--- src/irq_enable_pkg.sv ---
package irq_enable_pkg;

  // bus geometry
  localparam int ADDR_W = 16;
  localparam int DATA_W = 8;
  localparam int NUM_SRC = 10;
  localparam int NUM_USER_SEL = 4;

  // register addresses
  localparam logic [ADDR_W-1:0] IRQ_ENABLE_A_ADDR = 16'h00A8;
  localparam logic [ADDR_W-1:0] IRQ_ENABLE_B_ADDR = 16'h00B8;
  localparam logic [NUM_USER_SEL-1:0][ADDR_W-1:0] USER_SEL_ADDR = {
    16'hFF93, 16'hFF92, 16'hFF91, 16'hFF90
  };
  localparam logic [ADDR_W-1:0] WDOG_STATUS_ADDR = 16'hFF98;
  localparam logic [ADDR_W-1:0] REFRESH_COUNT_ADDR = 16'hFF99;
  localparam logic [ADDR_W-1:0] PENDING_LO_ADDR = 16'hFF9A;
  localparam logic [ADDR_W-1:0] PENDING_HI_ADDR = 16'hFF9B;

  // reset values
  localparam logic [DATA_W-1:0] IRQ_ENABLE_A_RESET = 8'h00;
  localparam logic [DATA_W-1:0] IRQ_ENABLE_B_RESET = 8'h00;
  localparam logic [DATA_W-1:0] USER_SEL_RESET = 8'h00;

  // irq_enable_a fields
  localparam int A_GLOBAL_BIT = 7;
  localparam int A_ARM_BIT = 6;
  localparam int A_SERIAL0_BIT = 4;
  localparam int A_TIMER1_BIT = 3;
  localparam int A_EXT1_BIT = 2;
  localparam int A_TIMER0_BIT = 1;
  localparam int A_EXT0_BIT = 0;

  // reserved bits, stored and read as zero
  localparam int A_RSVD_BIT = 5;
  localparam int B_RSVD_HI_BIT = 7;
  localparam int B_RSVD_LO_BIT = 0;

  // irq_enable_b fields
  localparam int B_START_BIT = 6;
  localparam int B_EXT6_BIT = 5;
  localparam int B_EXT5_BIT = 4;
  localparam int B_EXT4_BIT = 3;
  localparam int B_EXT3_BIT = 2;
  localparam int B_EXT2_BIT = 1;

  // watchdog status fields
  localparam int ST_ARMED_BIT = 0;
  localparam int ST_SEQ_ERR_BIT = 1;
  localparam int ST_RUNNING_BIT = 2;

  // interrupt source indices
  localparam int SRC_EXT0 = 0;
  localparam int SRC_TIMER0 = 1;
  localparam int SRC_EXT1 = 2;
  localparam int SRC_TIMER1 = 3;
  localparam int SRC_SERIAL0 = 4;
  localparam int SRC_EXT2 = 5;
  localparam int SRC_EXT3 = 6;
  localparam int SRC_EXT4 = 7;
  localparam int SRC_EXT5 = 8;
  localparam int SRC_EXT6 = 9;

  // self-clearing flag lifetime, in clock cycles
  localparam int SELF_CLEAR_CYCLES = 12;
  localparam int CNT_W = 4;

  typedef struct packed {
    logic [ADDR_W-1:0] addr;
    logic [DATA_W-1:0] wdata;
    logic              wr;
    logic              rd;
  } reg_req_t;

  typedef struct packed {
    logic start;
    logic refresh;
  } wdog_cmd_t;

  typedef enum logic [0:0] {
    SEQ_IDLE,
    SEQ_ARMED
  } seq_state_t;

endpackage : irq_enable_pkg

--- src/irq_enable_wdog_refresh.sv ---
`timescale 1ns/1ps
// Overview of operation
// - global enable low blocks every request to the core.
// - writing 1 to the arm flag begins a watchdog refresh sequence.
// - arm flag clears itself 12 clock cycles after being set.
// - setting the start flag starts a stopped watchdog.
// - refresh only when start directly follows arm; else no refresh.
// - start flag clears itself 12 clock cycles after being set.
// - serial channel 0 request masked while its enable is 0.
// - timer 1 overflow request masked while its enable is 0.
// - timer 0 overflow request masked while its enable is 0.
// - external interrupt 0 masked while its enable is 0.
// - external interrupt 1 masked while its enable is 0.
// - external interrupt 2 masked while its enable is 0.
// - external interrupt 3 masked while its enable is 0.
// - external interrupt 4 masked while its enable is 0.
// - first enable register sits at 0xA8, resets to zero.
module irq_enable_wdog_refresh
  import irq_enable_pkg::*;
#(
  parameter int FLAG_CYCLES = SELF_CLEAR_CYCLES
)(
  // clock and reset
  input  wire logic                                   clock,
  input  wire logic                                   rst_n,
  // register port
  input  wire reg_req_t                               reg_req,
  output logic      [DATA_W-1:0]                      reg_rdata,
  // interrupt sources and core
  input  wire logic [NUM_SRC-1:0]                     irq_pending,
  output logic      [NUM_SRC-1:0]                     irq_to_core,
  output logic                                        irq_any,
  // watchdog
  input  wire logic                                   wdog_running,
  output wdog_cmd_t                                   wdog_cmd,
  // user select fields
  output logic      [NUM_USER_SEL-1:0][DATA_W-1:0]    user_irq_select
);

  typedef struct packed {
    logic [DATA_W-1:0]                   en_a;
    logic [DATA_W-1:0]                   en_b;
    logic [NUM_USER_SEL-1:0][DATA_W-1:0] user_sel;
    logic [DATA_W-1:0]                   rdata;
    seq_state_t                          seq;
    wdog_cmd_t                           cmd;
    logic                                seq_err;
    logic [DATA_W-1:0]                   refresh_cnt;
  } state_t;

  state_t                  s_r;
  state_t                  s_nxt;

  // decoded accesses
  logic                    wr_a;
  logic                    wr_b;
  logic                    wr_status;
  logic [NUM_USER_SEL-1:0] user_wr;
  logic                    arm_set;
  logic                    arm_clr;
  logic                    start_set;
  logic                    start_clr;
  logic                    arm_flag;
  logic                    start_flag;
  logic                    seq_ok;

  // gating inputs
  logic [NUM_SRC-1:0]      src_en;
  logic                    global_en;

  // address decode, one select per register
  logic                    sel_a;
  logic                    sel_b;
  logic                    sel_status;
  logic                    sel_count;
  logic                    sel_pend_lo;
  logic                    sel_pend_hi;
  logic [NUM_USER_SEL-1:0] sel_user;

  // read view of each register
  logic [DATA_W-1:0]       view_a;
  logic [DATA_W-1:0]       view_b;
  logic [DATA_W-1:0]       view_status;
  logic [DATA_W-1:0]       view_pend_lo;
  logic [DATA_W-1:0]       view_pend_hi;
  logic [DATA_W-1:0]       rd_mux;

  always_comb begin
    sel_a       = (reg_req.addr == IRQ_ENABLE_A_ADDR);
    sel_b       = (reg_req.addr == IRQ_ENABLE_B_ADDR);
    sel_status  = (reg_req.addr == WDOG_STATUS_ADDR);
    sel_count   = (reg_req.addr == REFRESH_COUNT_ADDR);
    sel_pend_lo = (reg_req.addr == PENDING_LO_ADDR);
    sel_pend_hi = (reg_req.addr == PENDING_HI_ADDR);
  end

  generate
    for (genvar i = 0; i < NUM_USER_SEL; i++) begin : g_user
      assign sel_user[i] = (reg_req.addr == USER_SEL_ADDR[i]);
      assign user_wr[i]  = reg_req.wr && sel_user[i];
    end
  endgenerate

  assign wr_a      = reg_req.wr && sel_a;
  assign wr_b      = reg_req.wr && sel_b;
  assign wr_status = reg_req.wr && sel_status;

  // an all-bits write of the byte also rewrites the flag bit
  assign arm_set   = wr_a && reg_req.wdata[A_ARM_BIT];
  assign arm_clr   = wr_a && !reg_req.wdata[A_ARM_BIT];
  assign start_set = wr_b && reg_req.wdata[B_START_BIT];
  assign start_clr = wr_b && !reg_req.wdata[B_START_BIT];

  self_clear_flag #(
    .CYCLES (FLAG_CYCLES)
  ) u_arm (
    .clock (clock),
    .rst_n (rst_n),
    .set   (arm_set),
    .clr   (arm_clr),
    .flag  (arm_flag)
  );

  self_clear_flag #(
    .CYCLES (FLAG_CYCLES)
  ) u_start (
    .clock (clock),
    .rst_n (rst_n),
    .set   (start_set),
    .clr   (start_clr),
    .flag  (start_flag)
  );

  // arm write must be the last register write before the start write
  assign seq_ok = (s_r.seq == SEQ_ARMED) && arm_flag;

  // flag bits read live from the self-clearing cells
  always_comb begin
    view_a                      = s_r.en_a;
    view_a[A_ARM_BIT]           = arm_flag;
    view_b                      = s_r.en_b;
    view_b[B_START_BIT]         = start_flag;
    view_status                 = '0;
    view_status[ST_ARMED_BIT]   = seq_ok;
    view_status[ST_SEQ_ERR_BIT] = s_r.seq_err;
    view_status[ST_RUNNING_BIT] = wdog_running;
    view_pend_lo                = irq_pending[DATA_W-1:0];
    view_pend_hi                = '0;
    view_pend_hi[NUM_SRC-DATA_W-1:0] = irq_pending[NUM_SRC-1:DATA_W];
  end

  // selects are exclusive; unmapped addresses read zero
  always_comb begin
    rd_mux = '0;
    if (sel_a) begin
      rd_mux = view_a;
    end
    if (sel_b) begin
      rd_mux = view_b;
    end
    if (sel_status) begin
      rd_mux = view_status;
    end
    if (sel_count) begin
      rd_mux = s_r.refresh_cnt;
    end
    if (sel_pend_lo) begin
      rd_mux = view_pend_lo;
    end
    if (sel_pend_hi) begin
      rd_mux = view_pend_hi;
    end
    for (int i = 0; i < NUM_USER_SEL; i++) begin
      if (sel_user[i]) begin
        rd_mux = s_r.user_sel[i];
      end
    end
  end

  always_comb begin
    s_nxt       = s_r;
    s_nxt.cmd   = '0;
    s_nxt.rdata = '0;

    // enable registers, reserved and flag bits stored as zero
    if (wr_a) begin
      s_nxt.en_a = reg_req.wdata;
      s_nxt.en_a[A_ARM_BIT] = 1'b0;
      s_nxt.en_a[A_RSVD_BIT] = 1'b0;
    end
    if (wr_b) begin
      s_nxt.en_b = reg_req.wdata;
      s_nxt.en_b[B_START_BIT] = 1'b0;
      s_nxt.en_b[B_RSVD_HI_BIT] = 1'b0;
      s_nxt.en_b[B_RSVD_LO_BIT] = 1'b0;
    end
    for (int i = 0; i < NUM_USER_SEL; i++) begin
      if (user_wr[i]) begin
        s_nxt.user_sel[i] = reg_req.wdata;
      end
    end

    // refresh sequence tracking
    case (s_r.seq)
      SEQ_IDLE: begin
        if (arm_set) begin
          s_nxt.seq = SEQ_ARMED;
        end
      end
      SEQ_ARMED: begin
        if (start_set) begin
          s_nxt.seq = SEQ_IDLE;
        end else if (arm_set) begin
          s_nxt.seq = SEQ_ARMED;
        end else if (!arm_flag || reg_req.wr) begin
          // any other write or a lapsed arm breaks the order
          s_nxt.seq = SEQ_IDLE;
        end
      end
      default: begin
        s_nxt.seq = SEQ_IDLE;
      end
    endcase

    // error flag: software clears with a 1, a new error wins
    if (wr_status && reg_req.wdata[ST_SEQ_ERR_BIT]) begin
      s_nxt.seq_err = 1'b0;
    end

    if (start_set) begin
      if (!wdog_running) begin
        s_nxt.cmd.start = 1'b1;
      end else if (seq_ok) begin
        s_nxt.cmd.refresh = 1'b1;
        s_nxt.refresh_cnt = s_r.refresh_cnt + 1'b1;
      end else begin
        // out-of-order start while running: no refresh, flag it
        s_nxt.seq_err = 1'b1;
      end
    end

    // read data stand for the single cycle after the strobe
    if (reg_req.rd) begin
      s_nxt.rdata = rd_mux;
    end
  end

  always_ff @(posedge clock or negedge rst_n) begin
    if (!rst_n) begin
      s_r.en_a        <= IRQ_ENABLE_A_RESET;
      s_r.en_b        <= IRQ_ENABLE_B_RESET;
      s_r.user_sel    <= {NUM_USER_SEL{USER_SEL_RESET}};
      s_r.rdata       <= '0;
      s_r.seq         <= SEQ_IDLE;
      s_r.cmd         <= '0;
      s_r.seq_err     <= 1'b0;
      s_r.refresh_cnt <= '0;
    end else begin
      s_r <= s_nxt;
    end
  end

  // per-source enable map
  always_comb begin
    src_en              = '0;
    src_en[SRC_SERIAL0] = s_r.en_a[A_SERIAL0_BIT];
    src_en[SRC_TIMER1]  = s_r.en_a[A_TIMER1_BIT];
    src_en[SRC_TIMER0]  = s_r.en_a[A_TIMER0_BIT];
    src_en[SRC_EXT0]    = s_r.en_a[A_EXT0_BIT];
    src_en[SRC_EXT1]    = s_r.en_a[A_EXT1_BIT];
    src_en[SRC_EXT2]    = s_r.en_b[B_EXT2_BIT];
    src_en[SRC_EXT3]    = s_r.en_b[B_EXT3_BIT];
    src_en[SRC_EXT4]    = s_r.en_b[B_EXT4_BIT];
    src_en[SRC_EXT5]    = s_r.en_b[B_EXT5_BIT];
    src_en[SRC_EXT6]    = s_r.en_b[B_EXT6_BIT];
  end

  assign global_en = s_r.en_a[A_GLOBAL_BIT];

  // registered gate adds one cycle but keeps core inputs glitch free
  irq_gate #(
    .N (NUM_SRC)
  ) u_gate (
    .clock     (clock),
    .rst_n     (rst_n),
    .global_en (global_en),
    .src_en    (src_en),
    .pending   (irq_pending),
    .to_core   (irq_to_core),
    .any       (irq_any)
  );

  assign reg_rdata       = s_r.rdata;
  assign wdog_cmd        = s_r.cmd;
  assign user_irq_select = s_r.user_sel;

endmodule : irq_enable_wdog_refresh

--- src/irq_gate.sv ---
`timescale 1ns/1ps
module irq_gate
  import irq_enable_pkg::*;
#(
  parameter int N = NUM_SRC
)(
  // clock and reset
  input  wire logic         clock,
  input  wire logic         rst_n,
  // enables
  input  wire logic         global_en,
  input  wire logic [N-1:0] src_en,
  // requests
  input  wire logic [N-1:0] pending,
  output logic      [N-1:0] to_core,
  output logic              any
);

  typedef struct packed {
    logic [N-1:0] req;
    logic         any;
  } gate_state_t;

  gate_state_t  s_r;
  gate_state_t  s_nxt;
  logic [N-1:0] gated;

  generate
    for (genvar i = 0; i < N; i++) begin : g_src
      assign gated[i] = global_en & src_en[i] & pending[i];
    end
  endgenerate

  always_comb begin
    s_nxt     = s_r;
    s_nxt.req = gated;
    s_nxt.any = |gated;
  end

  always_ff @(posedge clock or negedge rst_n) begin
    if (!rst_n) begin
      s_r <= '0;
    end else begin
      s_r <= s_nxt;
    end
  end

  assign to_core = s_r.req;
  assign any     = s_r.any;

endmodule : irq_gate

--- src/self_clear_flag.sv ---
`timescale 1ns/1ps
module self_clear_flag
  import irq_enable_pkg::*;
#(
  parameter int CYCLES = SELF_CLEAR_CYCLES
)(
  // clock and reset
  input  wire logic clock,
  input  wire logic rst_n,
  // software side
  input  wire logic set,
  input  wire logic clr,
  // flag
  output logic      flag
);

  typedef struct packed {
    logic             flag;
    logic [CNT_W-1:0] cnt;
  } flag_state_t;

  localparam logic [CNT_W-1:0] LOAD = CNT_W'(CYCLES - 1);

  flag_state_t s_r;
  flag_state_t s_nxt;

  always_comb begin
    s_nxt = s_r;
    if (s_r.flag) begin
      if (s_r.cnt == '0) begin
        s_nxt.flag = 1'b0;
      end else begin
        s_nxt.cnt = s_r.cnt - 1'b1;
      end
    end
    if (clr) begin
      s_nxt.flag = 1'b0;
    end
    // set wins over both clears and restarts the lifetime
    if (set) begin
      s_nxt.flag = 1'b1;
      s_nxt.cnt  = LOAD;
    end
  end

  always_ff @(posedge clock or negedge rst_n) begin
    if (!rst_n) begin
      s_r <= '0;
    end else begin
      s_r <= s_nxt;
    end
  end

  assign flag = s_r.flag;

endmodule : self_clear_flag

--- config.mk ---
export PLATFORM = sky130hd
export DESIGN_NAME = irq_enable_wdog_refresh
export DESIGN_NICKNAME = d
export VERILOG_FILES = /design/src/irq_enable_pkg.sv /design/src/irq_enable_wdog_refresh.sv /design/src/irq_gate.sv /design/src/self_clear_flag.sv
export SDC_FILE = /design/constraint.sdc
export NUM_CORES = 1
export LEC_CHECK = 0
export BUFFER_PORTS_ARGS = -buffer_cell sky130_fd_sc_hd__buf_2
export CORE_UTILIZATION = 55
export DETAILED_ROUTE_END_ITERATION = 8
export PLACE_DENSITY_LB_ADDON = 0.15
export RECOVER_POWER = 25
export SLEW_MARGIN = 20
export SYNTH_ARGS = -nofsm -noshare
export SYNTH_HDL_FRONTEND = slang
export SYNTH_HIERARCHICAL = 1
export SYNTH_SLANG_ARGS = --single-unit
--- constraint.sdc ---
create_clock -name clock -period 1.9 [get_ports clock]
set_input_delay 0.57 -clock clock [delete_from_list [all_inputs] [get_ports clock]]
set_output_delay 0.57 -clock clock [all_outputs]
set_load 0.02 [all_outputs]
# After elaboration in Yosys (flattened, before gate mapping)
# Index checks and enable logic that the tools add are counted.
# word_totals
in_bits,39
wordCells,111
output_inout_bits,53
reg_bits,84
# classes
reduce_logical,24
add_sub_neg,3
n_eq_ne,12
n_bitwise,21
muxes,33
# ops
cell,count
$eq 16x16->1 const B,8
$mux 8,12
$eq 16x8->1 const B,2
$and 1x1->1,20
$mux 5,4
$logic_and 1x1->1,13
$mux 1,12
$mux 11,1
$mux 10,1
$reduce_or 10->1,1
$add 8x1->8 const B,1
$logic_not 4->1,2
$mux 4,2
$sub 4x1->4 const B,2
$ne 2x2->1 const B,2
$reduce_and 2->1,2
$reduce_bool 2->1,2
$reduce_and 3->1,1
$logic_not 1->1,2
$pmux 1 s2,1
$logic_or 1x1->1,1
$not 1->1,1

# Longest topological paths before layout
# logic_depth
ltp_word,12
ltp_mapped,9
mapped_depth_nobuf,7

# By module
# The synthesis kept the hierarchy.
# by_module_without_submodules
module,cells_per_inst,seq_area_each_um2,area_each_um2,n_inst
irq_enable_wdog_refresh,319,1576.5,3477.1,1
self_clear_flag,25,125.1,262.8,2
irq_gate,29,275.3,407.9,1

# Worst setup path before layout
# OpenSTA, ideal clock, no wires.
# synth_path
kind,input to register
start,input reg_req[11] in the netlist's numbering
end,"register s_r, in the netlist global_en"
setup_ns,0.125
slack_ns,-0.204
arrival_ns,1.979
n_path_buf,1
cell_stages,5
t_required_ns,1.775
cell_sequence,buf_2 nor4_2 nand4_1 nor3b_2 mux2_2
# synth_via
elab_chain_len,2
# synth_lines
element,line,source
from (decl),irq_enable_wdog_refresh.sv:27,"input wire reg_req_t reg_req,"
$eq 16x8->1,irq_enable_wdog_refresh.sv:89,sel_a = (reg_req.addr == IRQ_ENABLE_A_ADDR);
$logic_and 1x1->1,irq_enable_wdog_refresh.sv:104,assign wr_a = reg_req.wr && sel_a;
to (signal assigned),irq_enable_wdog_refresh.sv:259,s_r <= s_nxt;
to (decl),irq_enable_wdog_refresh.sv:51,state_t s_r;
# Every way passes these cells.
# A chain may end at the register's enable or synchronous reset.

==> Flow_metrics.wiki <==
{| class="wikitable"
! Metric !! Value
|-
| Run status || finished clean
|-
| CP Capture Type || flip-flop
|-
| Synth Net Count || 442
|-
| Part of the cycle the worst path needs || approximately 100%
|-
| Setup violators final || 0
|-
| Cell area power density || about 650 nW/um^2
|-
| Slowest stage cell, crit path || sky130_fd_sc_hd__nor4_1
|-
| CTS tree || done
|-
| Yosys cell types || 58
|-
| Number of pins with negative max-slew slack in the final report || 0
|-
| Post-CTS sizing || 0
|-
| Initial cell density of the core || a little under three fifths
|-
| Post-synthesis instance area || approximately 4400 sq um
|-
| Width of the die || slightly above 90 um
|-
| Launch point of the worst path || reg_req[12]
|-
| Critical path buffers and inverters || 2
|-
| I/O pin cnt || 92
|-
| CTS Buf Count || 9
|-
| Sum of net half-perimeters after detailed placement || a little under 8 mm
|-
| Via count of the first global-routing pass || between 3000 and 4000
|-
| Clock latency of the later-clocked register in the worst-skew pair || ~0.35 ns
|-
| Layout Skew || between 0.01 and 0.015 ns
|-
| Synth warnings || 6
|-
| Slew at the pin with the worst max-slew slack || approximately 0.78 ns
|-
| Post-DR vias/cell || around 5.6
|-
| DRC marker count from the first detailed-route iteration || between 200 and 250
|-
| Largest buffer count on any clock path || 2
|-
| Post-CTS setup buffers || 0
|-
| Maximum operating frequency || 529 MHz
|-
| DR vias || 3302
|-
| Leakage || around 2.7 nW
|-
| RSZ-0062 raised after global routing || false
|-
| Synth top area cells || sky130_fd_sc_hd__dfrtp_1 48%, sky130_fd_sc_hd__mux2_2 11%, sky130_fd_sc_hd__buf_4 7.1%
|-
| Required time of the critical path || between 2 and 2.5 ns
|-
| Placeable Area || 7730 sq um
|-
| Top-area cell type share of the netlist area || 47.7%
|-
| Max-cap violations || 0
|-
| Crit-path cells || buf_2, nand4bb_4, nor4_1, buf_4, a21oi_1, o21ai_0, a21oi_1
|-
| Clock input transition at the sequential cells of the worst setup and hold paths || about 0.09 ns
|-
| Accumulated negative setup slack || 0 ns
|-
| First drt pass iteration count || 4
|-
| Fraction of layout cells with a size suffix above 1 || between 40% and 50%
|-
| Placed cell count || 569
|-
| Die area || about 8400 sq um
|-
| Area delta synth->final || 18.0%
|-
| Async set or reset register ratio after synthesis || 100%
|-
| Num rows || 32
|-
| Most frequent standard cell in the layout excluding fill and tap cells || sky130_fd_sc_hd__buf_2
|-
| CTS Hold Bufs || 0
|-
| Commonest cells after routing, fill and taps aside || 90 x sky130_fd_sc_hd__buf_2, 84 x sky130_fd_sc_hd__dfrtp_1, 38 x sky130_fd_sc_hd__mux2_2, 32 x sky130_fd_sc_hd__buf_4, 23 x sky130_fd_sc_hd__nand2_1
|-
| Flip-flop and latch count after synthesis || 84
|-
| Worst Setup Start Kind || primary input
|-
| Total overflow reported by the global router || 0
|-
| Routed WL || between 10 and 15 mm
|-
| Crit path largest cell delay || 0.41 ns
|-
| Instance count of the mapped netlist || approximately 400
|-
| Startpoint of the worst-slack reg-to-reg timing path || u_arm/flag
|-
| Slew margin rel. || between 40% and 50%
|-
| Crit Path Category || primary input to flip-flop
|-
| DRC errors left || 0
|-
| Antenna diode count || 0
|-
| Core occupancy in the finished layout || between 60% and 70%
|-
| Cell family with the largest share of critical-path delay || simple AND/OR/NAND/NOR gates
|-
| Fill count || between 600 and 700
|-
| Remaining antenna violation count after routing || 0
|-
| Flip-flop cell with the highest count after synthesis || sky130_fd_sc_hd__dfrtp_1
|-
| Max FO, Critical Path || 10
|-
| Library cell occupying the most area in the post-synthesis netlist || sky130_fd_sc_hd__dfrtp_1
|-
| Global-route wire length before repair || 16.5 mm
|-
| Number of flops mapped to enable cells by yosys || 0
|-
| Crit path time final || 1.89 ns
|-
| Finished layout cell area || about 5200 sq um
|-
| Root cell of the clock tree || sky130_fd_sc_hd__clkbuf_8
|-
| Hold_ws || 0.276 ns
|-
| Global-route usage over all layers || about a quarter
|-
| Syn avg cell area || roughly 11 sq um
|-
| Hold Violations, Final || 0
|-
| Final weighted congestion in routability-driven placement || 0.854
|-
| H-tree depth reported by CTS || 3
|-
| Maximum vdd ir drop || approximately 0.00042 V
|-
| Arrival time at the worst endpoint || 2.12 ns
|-
| Portion of the post-synthesis area used by sequential elements || between 40% and 50%
|-
| DR WL/cell || roughly 18 um
|-
| Number of clock sinks || 84
|-
| Number of nets in the final layout || 522
|-
| Die Y-Extent || just over 90 um
|-
| Post-Place Cell Area || ~5000 sq um
|-
| Quantity of I/O buffers inserted on ports || a little over 90
|-
| Critical Path Most Common Cell || sky130_fd_sc_hd__a21oi_1
|-
| Number of antenna violations at the first check in global routing || 0
|-
| Worst min-delay path class || primary input to async pin
|-
| Largest net degree at the start of global routing || 39
|-
| Non-filler instance count after layout || approximately 590
|}
[Yosys cell counts, types with 5 or more instances]
cell                       number
sky130_fd_sc_hd__nand3_1       10
sky130_fd_sc_hd__inv_1          9
sky130_fd_sc_hd__clkbuf_1       8
sky130_fd_sc_hd__ha_1           5
sky130_fd_sc_hd__nand4_1        6
sky130_fd_sc_hd__nand2_1       25
sky130_fd_sc_hd__xnor2_1        6
sky130_fd_sc_hd__and3_1        11
sky130_fd_sc_hd__buf_4         42
sky130_fd_sc_hd__mux2i_1       15
sky130_fd_sc_hd__o22ai_1        5
sky130_fd_sc_hd__nor2b_1        5
sky130_fd_sc_hd__dfrtp_1       84
sky130_fd_sc_hd__buf_2          5
sky130_fd_sc_hd__mux2_2        43
sky130_fd_sc_hd__a21oi_1       19
sky130_fd_sc_hd__o21ai_0       13
sky130_fd_sc_hd__nor2_1        20
[final cells by class]
type	instances	area, sq um	share of cell area, %
Clock inverter	6	72.6	1.39
Sequential cell	84	2100	40.4
Multi-Input combinational cell	248	2000	38.5
Timing Repair Buffer	126	727	14.0
Inverter	9	33.8	0.649
Clock buffer	10	138	2.65
Tap cell	102	128	2.45
[metrics by stage]
stage               power (mW)  setup WS, ns
CTS                       3.39        0.0476
floorplan                 1.91       -0.0744
global route              3.50       0.00515
global placement          2.06        -0.278
detailed placement        2.07        -0.330
finish                    3.36       0.00917
[where the power goes]
part	total, mW	switching (mW)	leakage, nW	internal, mW
sequential	1.79	0.000902	1.16	1.79
clock	1.33	0.673	0.108	0.657
combinational	0.238	0.152	1.46	0.0863
total	3.36	0.826	2.74	2.53
[sequential cells by signal, indices dropped and copies added (netlist names)]
register         flops
user_irq_select     32
s_r                 20
u_gate/to_core      10
reg_rdata            8
u_arm/s_r            4
u_start/s_r          4
wdog_cmd             2
global_en            1
u_arm/flag           1
u_gate/any           1
u_start/flag         1
[routing by layer]
metal	track usage, %	up-vias	routed length (um)
met5	0	-	0
met4	9.66	0	123
met3	5.61	10	769
met2	40.2	119	4980
met1	35.8	1619	4470
li1	-	1554	-
[logic make-up (layout without fill, tap and decap cells)]
group | count (synthesis) | count (layout) | synth area share (%)
adder cells (fa/ha/maj) | 5 | 5 | 1.42
AO/OA/AOI/OAI | 64 | 64 | 9.53
flip-flops | 84 | 84 | 47.7
multiplexers | 61 | 61 | 15.9
buffers and inverters | 66 | 151 | 9.33
AND/OR/NAND/NOR | 111 | 111 | 14.8
XOR/XNOR | 7 | 7 | 1.39
[path summary, 6_finish.rpt]
check	to	slack (ns)	cells past startpoint
max in group asynchronous	s_r[3]	0.47	2
min	u_gate/to_core[6]	0.28	1
max reg2reg	s_r[1]	0.33	4
min reg2reg	s_r[7]	0.49	1
max	reg_rdata[3]	0.009	7
min in group clock	wdog_cmd[1]	0.49	3
(Power assumes the default switching activity.)
